===== src/core/dbrake_pkg.sv =====
// shared constants and types for the dynamic brake sequencer
package dbrake_pkg;
    localparam int unsigned CLK_HZ = 20000000;
    // timing figures in their own units
    localparam int unsigned ACT_TIME_US    = 800;
    localparam int unsigned FB_TIMEOUT_MS  = 100;
    localparam int unsigned READY_TIME_MS  = 30;
    // longest times round down to whole cycles
    localparam int unsigned ACT_CYCLES     = (CLK_HZ / 1000000) * ACT_TIME_US;
    localparam int unsigned FB_TIMEOUT_CYC = (CLK_HZ / 1000) * FB_TIMEOUT_MS;
    localparam int unsigned READY_CYC      = (CLK_HZ / 1000) * READY_TIME_MS;
    localparam int unsigned CNT_W          = 24;
    // bus voltage thresholds in volts, 10 bit code of volts
    localparam int unsigned VBUS_W         = 10;
    localparam logic [9:0]  REGEN_ON_V     = 10'h190; // 400 V
    localparam logic [9:0]  OVERVOLT_V     = 10'h1A4; // 420 V
    localparam int unsigned PWM_W          = 8;
    // register map, byte addresses of word registers
    localparam int unsigned ADDR_W         = 4;
    localparam logic [3:0]  ADDR_STATUS    = 4'h0;
    localparam logic [3:0]  ADDR_MASK      = 4'h4;
    localparam logic [3:0]  ADDR_REGEN     = 4'h8;
    localparam logic [3:0]  ADDR_STATE     = 4'hC;
    localparam int unsigned EVT_W          = 4;
    localparam int unsigned EVT_FB_TMO     = 0;
    localparam int unsigned EVT_OVERVOLT   = 1;
    localparam int unsigned EVT_ACTIVE     = 2;
    localparam int unsigned EVT_READY      = 3;
    localparam logic [3:0]  MASK_RESET     = 4'h0;
    localparam logic [15:0] REGEN_RESET    = 16'h0000;
    localparam logic [1:0]  SEQ_SEL_RESET  = 2'h0;

    typedef enum logic [2:0] {
        ST_IDLE    = 3'b000,
        ST_READY   = 3'b001,
        ST_RELAY   = 3'b010,
        ST_WAIT_FB = 3'b011,
        ST_ACTIVE  = 3'b100,
        ST_ALARM   = 3'b101,
        ST_RECHECK = 3'b110
    } seq_state_t;

    // regen resistor settings, written by software
    typedef struct packed {
        logic [7:0] resistance;
        logic [7:0] power;
    } regen_cfg_t;
endpackage : dbrake_pkg


===== src/core/regen_pwm.sv =====
// pwm switch for the regeneration resistor
`timescale 1ns/10ps
module regen_pwm
    import dbrake_pkg::*;
(
    input  wire logic               clk,      // control clock
    input  wire logic               rst_n,    // async reset
    input  wire logic [VBUS_W-1:0]  vbus,     // bus voltage code
    input  wire logic [PWM_W-1:0]   duty,     // duty from settings
    output logic                    sw_on     // resistor switch
);
    logic [PWM_W-1:0] phase_reg;
    logic             sw_reg;
    wire              regen_zone = (vbus >= REGEN_ON_V);

    // free running phase, switch compares against duty
    always_ff @(posedge clk or negedge rst_n) begin
        if (!rst_n) begin
            phase_reg <= '0;
            sw_reg    <= 1'b0;
        end else begin
            phase_reg <= phase_reg + 1'b1;
            sw_reg    <= regen_zone && (phase_reg < duty);
        end
    end
    assign sw_on = sw_reg;
endmodule : regen_pwm


===== src/core/dbrake_seq.sv =====
// dynamic brake sequencer with alarms, regen pwm and avalon registers
//
// Behaviour
// - relay output on within 800 us of run
// - feedback within 100 ms else timeout alarm
// - servo active within 800 us of feedback
// - any alarm drops ready and relay output
// - alarm clear only while run is off
// - fault clear rechecks, ready within 30 ms
// - run off drops servo and relay quickly
// - relay open before power stage on
// - regen resistor switched by pwm
// - regen near 400 V, alarm at 420 V
`timescale 1ns/10ps
module dbrake_seq
    import dbrake_pkg::*;
(
    input  wire logic               REF_CLK,        // 20 MHz control clock
    input  wire logic               RSTN,           // async reset, active low
    input  wire logic               RUN_REQ,        // host run request pin
    input  wire logic               FAULT_CLEAR,    // host fault clear pin
    input  wire logic               BRAKE_FB,       // brake feedback input pin
    input  wire logic [VBUS_W-1:0]  VBUS,           // bus voltage code, same clock
    output logic                    SERVO_READY,    // servo ready output
    output logic                    BRAKE_RELAY,    // brake relay output
    output logic                    SERVO_ACTIVE,   // power stage enable
    output logic                    REGEN_SW,       // regen resistor switch
    output logic                    IRQ,            // level interrupt
    input  wire logic [ADDR_W-1:0]  avs_address,    // byte address
    input  wire logic               avs_read,       // read strobe
    input  wire logic               avs_write,      // write strobe
    input  wire logic [31:0]        avs_writedata,  // write data
    input  wire logic [3:0]         avs_byteenable, // byte lanes
    output logic [31:0]             avs_readdata,   // read data
    output logic                    avs_waitrequest // stall
);
    // three stage synchronisers for pins
    logic [2:0] run_sync_reg, clr_sync_reg, fb_sync_reg;
    logic       run_reg, clr_reg, fb_reg;
    always_ff @(posedge REF_CLK or negedge RSTN) begin
        if (!RSTN) begin
            run_sync_reg <= '0;
            clr_sync_reg <= '0;
            fb_sync_reg  <= '0;
        end else begin
            run_sync_reg <= {run_sync_reg[1:0], RUN_REQ};
            clr_sync_reg <= {clr_sync_reg[1:0], FAULT_CLEAR};
            fb_sync_reg  <= {fb_sync_reg[1:0], BRAKE_FB};
        end
    end
    // a change counts once stages two and three agree
    wire run_agree = (run_sync_reg[1] == run_sync_reg[2]);
    wire clr_agree = (clr_sync_reg[1] == clr_sync_reg[2]);
    wire fb_agree  = (fb_sync_reg[1] == fb_sync_reg[2]);
    always_ff @(posedge REF_CLK or negedge RSTN) begin
        if (!RSTN) begin
            run_reg <= 1'b0;
            clr_reg <= 1'b0;
            fb_reg  <= 1'b0;
        end else begin
            run_reg <= run_agree ? run_sync_reg[2] : run_reg;
            clr_reg <= clr_agree ? clr_sync_reg[2] : clr_reg;
            fb_reg  <= fb_agree ? fb_sync_reg[2] : fb_reg;
        end
    end

    // sequencer state and counters
    seq_state_t       state_reg, state_next;
    logic [CNT_W-1:0] cnt_reg, cnt_next;
    logic             ready_reg, relay_reg, active_reg;
    logic             fb_tmo_alarm_reg;
    logic             ov_alarm_reg;
    logic             clr_prev_reg;

    wire ov_now        = (VBUS >= OVERVOLT_V);
    wire any_alarm     = fb_tmo_alarm_reg | ov_alarm_reg;
    wire clr_rise      = clr_reg & ~clr_prev_reg;
    wire clear_allowed = clr_rise & ~run_reg;
    wire fb_expired    = (cnt_reg >= CNT_W'(FB_TIMEOUT_CYC - 1));
    wire ready_done    = (cnt_reg >= CNT_W'(READY_CYC - 1));
    wire fb_tmo_set    = (state_reg == ST_WAIT_FB) && run_reg && !fb_reg && fb_expired;

    // next state logic
    always_comb begin
        state_next = state_reg;
        cnt_next   = '0;
        unique case (state_reg)
            ST_IDLE: begin
                // ready only after a clean power up with no alarm
                if (!any_alarm) begin
                    state_next = ST_RECHECK;
                end
            end
            ST_READY: begin
                if (run_reg) begin
                    state_next = ST_RELAY;
                end
            end
            ST_RELAY: begin
                state_next = ST_WAIT_FB;
            end
            ST_WAIT_FB: begin
                cnt_next = cnt_reg + 1'b1;
                if (!run_reg) begin
                    state_next = ST_READY;
                end else if (fb_reg) begin
                    state_next = ST_ACTIVE;
                end else if (fb_expired) begin
                    state_next = ST_ALARM;
                end
            end
            ST_ACTIVE: begin
                if (!run_reg) begin
                    state_next = ST_READY;
                end
            end
            ST_ALARM: begin
                if (clear_allowed) begin
                    state_next = ST_RECHECK;
                end
            end
            ST_RECHECK: begin
                cnt_next = cnt_reg + 1'b1;
                if (ready_done) begin
                    state_next = ST_READY;
                end
            end
            default: begin
                state_next = ST_ALARM;
            end
        endcase
        // any alarm overrides the sequence
        if (any_alarm && state_reg != ST_ALARM && !(state_reg == ST_IDLE)) begin
            state_next = ST_ALARM;
            cnt_next   = '0;
        end
        if (fb_tmo_set || ov_now) begin
            state_next = ST_ALARM;
            cnt_next   = '0;
        end
    end

    // output decode, power stage only in ACTIVE, entered on feedback with relay held on
    wire ready_next  = (state_next == ST_READY) || (state_next == ST_RELAY) ||
                       (state_next == ST_WAIT_FB) || (state_next == ST_ACTIVE);
    wire relay_next  = (state_next == ST_RELAY) || (state_next == ST_WAIT_FB) ||
                       (state_next == ST_ACTIVE);
    wire active_next = (state_next == ST_ACTIVE);

    always_ff @(posedge REF_CLK or negedge RSTN) begin
        if (!RSTN) begin
            state_reg    <= ST_IDLE;
            cnt_reg      <= '0;
            ready_reg    <= 1'b0;
            relay_reg    <= 1'b0;
            active_reg   <= 1'b0;
            clr_prev_reg <= 1'b0;
        end else begin
            state_reg    <= state_next;
            cnt_reg      <= cnt_next;
            ready_reg    <= ready_next;
            relay_reg    <= relay_next;
            active_reg   <= active_next;
            clr_prev_reg <= clr_reg;
        end
    end

    // alarm latches, released only by an allowed clear with the cause gone
    always_ff @(posedge REF_CLK or negedge RSTN) begin
        if (!RSTN) begin
            fb_tmo_alarm_reg <= 1'b0;
            ov_alarm_reg     <= 1'b0;
        end else begin
            fb_tmo_alarm_reg <= fb_tmo_set | (fb_tmo_alarm_reg & ~clear_allowed);
            ov_alarm_reg     <= ov_now | (ov_alarm_reg & ~clear_allowed);
        end
    end

    // register file
    logic [EVT_W-1:0] status_reg, mask_reg;
    regen_cfg_t       regen_reg;
    logic             irq_reg;
    logic [31:0]      rdata_reg;
    logic             wait_reg;

    wire access    = (avs_read | avs_write) & wait_reg;
    wire wr_take   = avs_write & ~wait_reg;
    wire hit_stat  = (avs_address == ADDR_STATUS);
    wire hit_mask  = (avs_address == ADDR_MASK);
    wire hit_regen = (avs_address == ADDR_REGEN);
    wire hit_state = (avs_address == ADDR_STATE);
    wire [EVT_W-1:0] evt = {ready_next & ~ready_reg, active_next & ~active_reg,
                            ov_now & ~ov_alarm_reg, fb_tmo_set & ~fb_tmo_alarm_reg};
    wire [EVT_W-1:0] w1c = (wr_take && hit_stat && avs_byteenable[0]) ?
                           avs_writedata[EVT_W-1:0] : '0;
    wire [31:0] rd_mux = hit_stat  ? {28'h0, status_reg} :
                         hit_mask  ? {28'h0, mask_reg} :
                         hit_regen ? {16'h0, regen_reg} :
                         hit_state ? {16'h0, 2'h0, fb_tmo_alarm_reg, ov_alarm_reg,
                                      1'b0, state_reg, 3'h0, fb_reg, clr_reg, run_reg,
                                      active_reg, relay_reg} : 32'h0;

    // one wait cycle per access, then answer
    always_ff @(posedge REF_CLK or negedge RSTN) begin
        if (!RSTN) begin
            wait_reg  <= 1'b1;
            rdata_reg <= '0;
        end else begin
            wait_reg  <= ~access;
            rdata_reg <= (avs_read & wait_reg) ? rd_mux : rdata_reg;
        end
    end

    // status sticky, set wins over write-one clear
    always_ff @(posedge REF_CLK or negedge RSTN) begin
        if (!RSTN) begin
            status_reg <= '0;
            mask_reg   <= MASK_RESET;
            regen_reg  <= REGEN_RESET;
            irq_reg    <= 1'b0;
        end else begin
            status_reg <= evt | (status_reg & ~w1c);
            if (wr_take && hit_mask && avs_byteenable[0]) begin
                mask_reg <= avs_writedata[EVT_W-1:0];
            end
            if (wr_take && hit_regen && avs_byteenable[0]) begin
                regen_reg.power <= avs_writedata[7:0];
            end
            if (wr_take && hit_regen && avs_byteenable[1]) begin
                regen_reg.resistance <= avs_writedata[15:8];
            end
            irq_reg <= |((evt | (status_reg & ~w1c)) & mask_reg);
        end
    end

    // regen resistor pwm, duty set by the power setting
    logic regen_sw;
    regen_pwm u_regen (
        .clk   (REF_CLK),
        .rst_n (RSTN),
        .vbus  (VBUS),
        .duty  (regen_reg.power),
        .sw_on (regen_sw)
    );

    assign SERVO_READY     = ready_reg;
    assign BRAKE_RELAY     = relay_reg;
    assign SERVO_ACTIVE    = active_reg;
    assign REGEN_SW        = regen_sw;
    assign IRQ             = irq_reg;
    assign avs_readdata    = rdata_reg;
    assign avs_waitrequest = wait_reg;
endmodule : dbrake_seq


===== config.mk =====
export PLATFORM = sky130hd
export DESIGN_NAME = dbrake_seq
export DESIGN_NICKNAME = d
export VERILOG_FILES = /design/src/core/dbrake_pkg.sv /design/src/core/regen_pwm.sv /design/src/core/dbrake_seq.sv
export SDC_FILE = /design/constraint.sdc
export NUM_CORES = 1
export LEC_CHECK = 0
export BUFFER_PORTS_ARGS = -buffer_cell sky130_fd_sc_hd__buf_2
export CAP_MARGIN = 20
export CORE_ASPECT_RATIO = 0.7
export CORE_MARGIN = 8
export CORE_UTILIZATION = 55
export CTS_CLUSTER_DIAMETER = 30
export DETAILED_ROUTE_END_ITERATION = 12
export PLACE_DENSITY = 0.76
export SLEW_MARGIN = 15
export SYNTH_ARGS = -nofsm -noshare
export SYNTH_HDL_FRONTEND = slang
export SYNTH_HIERARCHICAL = 1
export SYNTH_SLANG_ARGS = --single-unit

===== constraint.sdc =====
create_clock -name REF_CLK -period 2.5 [get_ports REF_CLK]
set_input_delay 0.125 -clock REF_CLK [delete_from_list [all_inputs] [get_ports REF_CLK]]
set_output_delay 0.125 -clock REF_CLK [all_outputs]
set_load 0.005 [all_outputs]

==> results.yml, run 1 <==
run_status:
  status: "finished clean"
layout:
  area_delta_synth_final_pct: 15.1
  multi_input_area_mm2: 0.00207
  largest_reg_flops: 24
  stdcell_count: 598
  seqCellArea_mm2: 0.00240
  layout_commonest_cell: "dfrtp_1"
  drive_above_1_share_pct: 23.3
  layout_common_cells: "dfrtp_1, buf_2, nor2_1"
  nets: 554
  n_antenna_cell: 0
  n_fill_cell: 691
floorplanning:
  fp.dieW_um: 126
  die_y_um: 93.1
  pin_count: 95
  num_rows: 28
  initial_core_util_pct: 56.1
  die_area_mm2: 0.0118
  core-area_mm2: 0.00834
synthesis:
  synth_cell_types: 67
  netlist_area_mm2: 0.00468
  synth_top_family_by_area: "simple AND/OR/NAND/NOR gates"
  synth_seq_cells: 96
  syn_area_per_cell_um2: 11.0
  yosys_warnings: 6
  synthCells: 424
  synth_edf_count: 0
  synth_compound_area_share_pct: 11.3
  synth_seq_area_share_pct: 51.4
  ys.flop_type: "dfrtp_1"
  ys_async_sr_fraction_pct: 100
  synth_adder_area_share_pct: 3.05
  synthXorXnorAreaFrac_pct: 5.43
  synthSimpleGateAreaFrac_pct: 16.1
  muxShareOfSynthArea_pct: 7.06
sta:
  setup_slack_ns: 0.399
  worst_pin_slew_ns: 0.659
  relSlewSlack_pct: 56.0
  finalSetupTns_ns: 0
  clock-skew-final_ns: 0.00858
  min_period_ns: 2.10
  finalCritPeriodShare_pct: 84.0
  hold_violations: 0
  setup-violations-final: 0
  whs_ns: 0.0175
  slew_violations: 0
  rsz0062_at_grt: "false"
  fmax_mhz: 476
clock_network:
  path_clk_slew_ns: 0.06
  post_cts_resized: 0
  cts_tree: "yes"
  cts_buffers: 9
  cts_setup_buffers: 0
  ctsHoldBuffers: 6
  cts.htree.levels: 3
  root_buffer: "clkbuf_16"
  cts_buffer_depth: 2
  clock_latency_ns: 0.34
  clock_sinks: 96
routing:
  firstDrtPassIters: 5
  drtAntennaViolNets: 0
  detail_route.vias_per_cell: 5.60
  route.detailed.wl_per_inst_um: 17.3
  vias: 3351
  drt_wl_total_mm: 10.3
  dr.first_iter.drc_count: 315
  drc: 0
pwr:
  peakVddDrop_mv: 0.590
  power_leakage_nw: 2.51
  powerDensity_mw_per_mm2: 670
run:
  drv_cap: 0
worst_setup_path:
  slowest_stage: "dfrtp_1"
  crit_path_frequent_cell: "o211ai_2"
  end_kind: "flip-flop"
  slowest_delay_ns: 0.42
  required_ns: 2.70
  reg2reg_depth: 7
  crit_path_start_kind: "flip-flop"
  critPathKind: "flip-flop to flip-flop"
  rrSetupSlack_ns: 0.40
  arrival_ns: 2.30
  crit_fanout: 6
  path_cells: "ha_1 > nand2_1 > o211ai_2 > a211oi_1 > o211ai_2 > o211ai_2 > o221ai_2"
global_route:
  grt_usage_pct: 18.3
  grt_overflow_total: 0
  grt_max_degree: 53
  grt_pass1_wl_mm: 17.2
  first_global_vias: 3513
  antenna_found_initial: 0
hold_path:
  whs_path_depth: 2
  hp-class: "input port to flip-flop"
placed_design:
  gp_congestion: 0.859
  portBuffers: 58
  hpwl_mm: 7.59
  dp_slack_ns: 0.417
  placed_cells: 576
[synth_stat cells, drive strengths merged (3+ instances only)]
cell type,count,area [µm²]
or2,3,18.8
nand4,13,103
mux4,4,90.1
a211oi,3,22.5
xor2,15,131
o22ai,3,18.8
o211ai,7,72.6
nor3,5,25.0
nand3,17,85.1
inv,23,86.3
nand2,37,139
mux2i,6,60.1
mux2,16,180
dfrtp,95,2380
a22o,10,87.6
a21oi,6,33.8
maj3,3,30.0
nor3b,3,27.5
buf,26,169
nor2b,3,18.8
o21ai,17,85.1
a21o,3,22.5
ha,9,113
xnor2,14,123
nand2b,4,32.5
nor2,42,160
[power breakdown]
part,switching [W],internal (W)
registers,0.0000859,0.00166
clock network,0.000553,0.000903
logic,0.000211,0.000189
total,0.000850,0.00276
[stage by stage]
stage / util (%) / area (µm²) / power [W]
after global placement: 60.1 / 5010 / 0.00214
after global routing: 64.6 / 5380 / 0.00376
final: 64.6 / 5380 / 0.00361
after floorplan: - / 4730 / 0.00201
after CTS: 64.6 / 5380 / 0.00363
after detailed placement: 60.1 / 5010 / 0.00217
[critical path: cells and delay by family, from the launching register on]
kind	cells	cell delay, ns
and+or+nand+nor	1	0.18
adders and majority gates	1	0.31
DFF	1	0.42
AOI/OAI and AO/OA	5	1.06
[metal layers]
| layer | track usage [%] | up-vias | share of wire, % |
|---|---|---|---|
| li1 | - | 1593 | - |
| met1 | 25.3 | 1647 | 49 |
| met2 | 26.8 | 91 | 43 |
| met3 | 6.25 | 20 | 6.2 |
| met4 | 5.08 | 0 | 1.6 |
| met5 | 0 | - | 0 |
[logic make-up (layout without fill, tap and decap cells)]
logic type / Yosys count / in the layout
and+or+nand+nor: 142 / 142
DFF: 96 / 96
AOI/OAI and AO/OA: 67 / 67
buffers and inverters: 51 / 105
xor gates and xnor gates: 29 / 29
muxes: 26 / 26
adders and majority gates: 12 / 12
other: 1 / 16
[path summary, 6_finish.rpt]
path	startpoint	endpoint
max in group asynchronous	RSTN	avs_waitrequest$_DFF_PN1_
hold / removal	avs_writedata[6]	regen_reg[6]$_DFFE_PN0P_
hold reg to reg	fb_sync_reg[0]$_DFF_PN0_	fb_sync_reg[1]$_DFF_PN0_
setup / recovery	cnt_reg[0]$_DFF_PN0_	IRQ$_DFF_PN0_
setup reg to reg	cnt_reg[0]$_DFF_PN0_	IRQ$_DFF_PN0_
min in group asynchronous	RSTN	cnt_reg[16]$_DFF_PN0_
[final cells by class]
cell class	count	area share, %
tap	105	2.44
timing repair buffer	66	7.07
multi-input combinational	292	38.4
clock buffer	13	4.65
sequential	96	44.7
clock inverter	3	1.21
inverter	23	1.60
Power figures use the tool's default switching activity.
==> run 2: changes to the inputs <==
- CORE_UTILIZATION: 55 -> 50
- PLACE_DENSITY: 0.76 -> 0.73
- clock period: 2.5 -> 1.8 ns (I/O delays scaled with it)
==> results.yml, run 2 (synthesis gave the netlist of run 1 again) <==
clock_network:
  path_clk_slew_ns: 0.07
  cts_buffer_depth: 2
  cts_buffers: 9
  cts.htree.levels: 3
  root_buffer: "clkbuf_16"
  cts_tree: "yes"
  clock_latency_ns: 0.35
  clock_sinks: 96
routing:
  drtAntennaViolNets: 0
  route.detailed.wl_per_inst_um: 16.4
  detail_route.vias_per_cell: 5.31
  vias: 3654
  drc: 0
  dr.first_iter.drc_count: 215
  drt_wl_total_mm: 11.2
  firstDrtPassIters: 6
sta:
  setup_slack_ns: -0.104
  finalSetupTns_ns: -2.18
  finalCritPeriodShare_pct: 106
  slew_violations: 0
  rsz0062_at_grt: "true"
  whs_ns: 0.00917
  clock-skew-final_ns: 0.00774
  hold_violations: 0
  min_period_ns: 1.90
  fmax_mhz: 525
  setup-violations-final: 28
hold_path:
  hp-class: "input port to flip-flop"
  min_from: "avs_writedata[1]"
  holdPathEnd: "regen_reg[1]$_DFFE_PN0P_"
  whs_path_depth: 2
global_route:
  antenna_found_initial: 0
  grt_usage_pct: 18.0
  grt_util_met2_pct: 27.4
  first_global_vias: 3781
  grt_max_degree: 34
  grt_pass1_wl_mm: 18.7
  use_met3_pct: 5.89
  grt_overflow_total: 0
  grt_util_met1_pct: 24.4
  top_usage_layer: "met2"
worst_setup_path:
  r2r-start: "cnt_reg[11]$_DFF_PN0_"
  arrival_ns: 2.12
  crit_fanout: 3
  critPathKind: "flip-flop to flip-flop"
  rrSetupSlack_ns: -0.10
  required_ns: 2.02
  end_kind: "flip-flop"
  r2r_end: "state_reg[0]$_DFF_PN0_"
  reg2reg_depth: 6
  crit_path_start_kind: "flip-flop"
pwr:
  swShare_pct: 26.3
  power_leakage_nw: 2.85
  peakVddDrop_mv: 0.729
  powerDensity_mw_per_mm2: 807
  p_switching_w: 0.00128
  power_frac_comb_pct: 13.9
  pwr-share-seq_pct: 49.5
  pwr-share-clk_pct: 36.6
  p_int_w: 0.00360
layout:
  largest_reg_flops: 24
  layout_commonest_cell: "dfrtp_1"
  area_delta_synth_final_pct: 29.5
  stdcell_count: 688
  n_antenna_cell: 0
  nets: 625
  drive_above_1_share_pct: 34.0
  layout_common_cells: "dfrtp_1, buf_4, buf_2"
floorplanning:
  pin_count: 95
  die_y_um: 96.9
  core-area_mm2: 0.00907
  initial_core_util_pct: 51.5
  die_area_mm2: 0.0128
  num_rows: 29
  fp.dieW_um: 132
placed_design:
  placed_cells: 651
  hpwl_mm: 8.54
  portBuffers: 58
  gp_congestion: 0.869
run_status:
  status: "finished with violations"
  violations: "negative setup slack"
run:
  drv_cap: 0
-- run 2: changes by cell type in the layout (fill, tap and decap cells not counted), moves of 3 or more --
cell / previous run / this run
nor2_1: 41 / 35
buf_4: 2 / 58
dlygate4sd3_1: 6 / 18
nor2_2: 1 / 6
inv_6: 0 / 3
-- run 2: final cells by class --
| class | count | area [µm²] |
|---|---|---|
| fillers | 686 | 3020 |
| flip-flops and latches | 96 | 2400 |
| multi-input cells | 292 | 2160 |
| repair buffers | 137 | 972 |
| clock buffers | 10 | 229 |
| well taps | 124 | 155 |
| inverters | 23 | 88.8 |
| clock inverters | 6 | 50.0 |
-- run 2: worst max-delay path by stage --
stage | startpoint | to | slack [ns] | depth (start not counted)
after CTS | cnt_reg[14]$_DFF_PN0_ | cnt_reg[8]$_DFF_PN0_ | -0.13 | 8
after global routing | cnt_reg[11]$_DFF_PN0_ | cnt_reg[14]$_DFF_PN0_ | -0.21 | 8
after global placement | cnt_reg[11]$_DFF_PN0_ | IRQ$_DFF_PN0_ | -0.09 | 7
after detailed placement | cnt_reg[11]$_DFF_PN0_ | IRQ$_DFF_PN0_ | -0.15 | 7
after floorplan | cnt_reg[11]$_DFF_PN0_ | IRQ$_DFF_PN0_ | -0.05 | 6
final | cnt_reg[11]$_DFF_PN0_ | state_reg[0]$_DFF_PN0_ | -0.10 | 6
-- run 2: per-stage QoR --
step / worst slack, ns / util, % / instance area (µm²) / power [W]
after CTS: -0.135 / 66.4 / 6020 / 0.00492
after global placement: -0.0924 / 60.2 / 5460 / 0.00304
after detailed placement: -0.155 / 60.2 / 5460 / 0.00307
after global routing: -0.213 / 66.8 / 6060 / 0.00510
after floorplan: -0.0479 / - / 4730 / 0.00279
final: -0.104 / 66.8 / 6060 / 0.00489
-- run 2: critical path: stages (launching register included) --
cell	delay, ns
dfrtp_1	0.40
nor4_4	0.38
o211ai_2	0.17
a21oi_2	0.20
nand2b_4	0.18
o211ai_2	0.11
or3_1	0.34
-- run 2: repair_timing --
action,in CTS,in global routing
resized for setup,14,10
setup buffers,4,1
pin swaps,15,7
setup endpoints to repair,15,34
endpoints found under the hold margin,45,0
hold buffers,18,0
-- run 2: power by group through the flow --
stage               Sequential, W  Combinational, W  Clock, W
global placement          0.00245          0.000596         0
floorplan                 0.00243          0.000367         0
detailed placement        0.00245          0.000617         0
CTS                       0.00242          0.000673   0.00183
global route              0.00244          0.000754   0.00191
finish                    0.00242          0.000677   0.00179
-- run 2: per-layer routing --
| metal | share of wire (%) | wire, µm | vias to the layer above |
|---|---|---|---|
| met5 | 0 | 0 | - |
| met4 | 0.88 | 99 | 0 |
| met3 | 6.1 | 684 | 11 |
| met2 | 45 | 5040 | 99 |
| met1 | 48 | 5430 | 1808 |
| li1 | - | - | 1736 |
==> run 3: changes to the inputs <==
- CORE_UTILIZATION: 50 -> 55
- HOLD_SLACK_MARGIN: unset -> 0.02
- PLACE_DENSITY: 0.73 -> 0.76
- clock period: 1.8 -> 2.1 ns (I/O delays scaled with it)
==> results.yml, run 3 (synthesis gave the netlist of run 1 again) <==
worst_setup_path:
  crit_path_start_kind: "flip-flop"
  crit_fanout: 3
  required_ns: 2.32
  cp_num_buf_inv: 0
  cp_top_family: "simple AND/OR/NAND/NOR gates"
  cp-startpoint: "cnt_reg[12]$_DFF_PN0_"
  path_cells: "nor4_4 > o211ai_2 > a21oi_2 > nand2b_4 > o211ai_2 > or3_1"
  arrival_ns: 2.25
  r2r-start: "cnt_reg[12]$_DFF_PN0_"
  end_kind: "flip-flop"
  slowest_stage: "dfrtp_1"
  crit_cells: 6
  rrSetupSlack_ns: 0.07
  reg2reg_depth: 6
  slowest_delay_ns: 0.41
  critPathKind: "flip-flop to flip-flop"
  r2r_end: "state_reg[0]$_DFF_PN0_"
  crit_path_frequent_cell: "o211ai_2"
layout:
  stdcell_count: 624
  area_delta_synth_final_pct: 20.3
  final_util_pct: 67.4
  nets: 580
  drive_above_1_share_pct: 26.0
  largest_reg_flops: 24
  fin_area_mm2: 0.00562
  layout_common_cells: "dfrtp_1, buf_2, nor2_1"
  layout_commonest_cell: "dfrtp_1"
  n_antenna_cell: 0
sta:
  hold_violations: 0
  min_period_ns: 2.03
  slew_violations: 0
  worst_pin_slew_ns: 0.668
  clock-skew-final_ns: 0.00551
  fmax_mhz: 492
  rsz0062_at_grt: "true"
  relSlewSlack_pct: 55.4
  setup-violations-final: 0
  finalSetupTns_ns: 0
  finalCritPeriodShare_pct: 96.8
floorplanning:
  num_rows: 28
  initial_core_util_pct: 56.1
  core-area_mm2: 0.00834
  pin_count: 95
  die_y_um: 93.1
  die_area_mm2: 0.0118
  fp.dieW_um: 126
clock_network:
  clock_latency_ns: 0.34
  cts.htree.levels: 3
  cts_buffers: 9
  path_clk_slew_ns: 0.07
  cts_tree: "yes"
  clock_sinks: 96
  root_buffer: "clkbuf_16"
  cts_setup_buffers: 0
  cts_buffer_depth: 2
placed_design:
  gp_congestion: 0.828
  placed_cells: 589
  hpwl_mm: 7.96
  place_area_mm2: 0.00512
  portBuffers: 58
routing:
  drt_wl_total_mm: 10.6
  drtAntennaViolNets: 0
  dr.first_iter.drc_count: 275
  detail_route.vias_per_cell: 5.42
  drc: 0
  route.detailed.wl_per_inst_um: 16.9
  firstDrtPassIters: 4
  vias: 3383
run_status:
  status: "finished clean"
run:
  drv_cap: 0
hold_path:
  holdPathEnd: "mask_reg[1]$_DFFE_PN0P_"
  min_from: "avs_writedata[1]"
  hp-class: "input port to flip-flop"
  whs_path_depth: 2
pwr:
  power_leakage_nw: 2.62
  powerDensity_mw_per_mm2: 733
  peakVddDrop_mv: 0.552
global_route:
  grt_max_degree: 54
  antenna_found_initial: 0
  grt_pass1_wl_mm: 17.7
  grt_overflow_total: 0
  first_global_vias: 3568
  grt_usage_pct: 18.9
-- run 3: where the power goes --
group | switching [W] | total, W | internal [W]
registers | 0.0000978 | 0.00208 | 0.00198
logic | 0.000266 | 0.000517 | 0.000251
clock network | 0.000718 | 0.00153 | 0.000812
total | 0.00108 | 0.00412 | 0.00304
-- run 3: cell type report --
cell class	count	area (µm²)
fill	630	2720
sequential	96	2400
multi-input combinational	292	2100
timing repair buffer	92	621
clock buffer	9	225
tap	105	131
inverter	23	86.3
clock inverter	7	56.3
-- run 3: worst max-delay path by stage --
| stage | end | slack [ns] |
|---|---|---|
| floorplan | IRQ$_DFF_PN0_ | 0.25 |
| global placement | IRQ$_DFF_PN0_ | 0.13 |
| detailed placement | IRQ$_DFF_PN0_ | 0.10 |
| CTS | IRQ$_DFF_PN0_ | 0.07 |
| global route | state_reg[0]$_DFF_PN0_ | -0.04 |
| finish | state_reg[0]$_DFF_PN0_ | 0.07 |
-- run 3: through the flow --
stage               setup slack [ns]  power [W]  hold WS [ns]
floorplan                      0.252    0.00239        -0.191
global placement               0.126    0.00256         0.188
detailed placement             0.100    0.00259         0.185
CTS                           0.0733    0.00415        0.0201
global route                 -0.0438    0.00430        0.0310
finish                        0.0664    0.00412        0.0239
-- run 3: timing repair --
action                                 CTS  global route
hold buffers                            19             0
gates resized for setup                  0             6
endpoints found under the hold margin   67             0
setup endpoints to repair                0             5
-- run 3: metal layers --
layer | up-vias | wire, µm | global-route usage (%)
li1 | 1647 | - | -
met1 | 1611 | 5010 | 27.1
met2 | 112 | 4640 | 26.7
met3 | 13 | 798 | 5.91
met4 | 0 | 116 | 5.58
met5 | - | 0 | 0
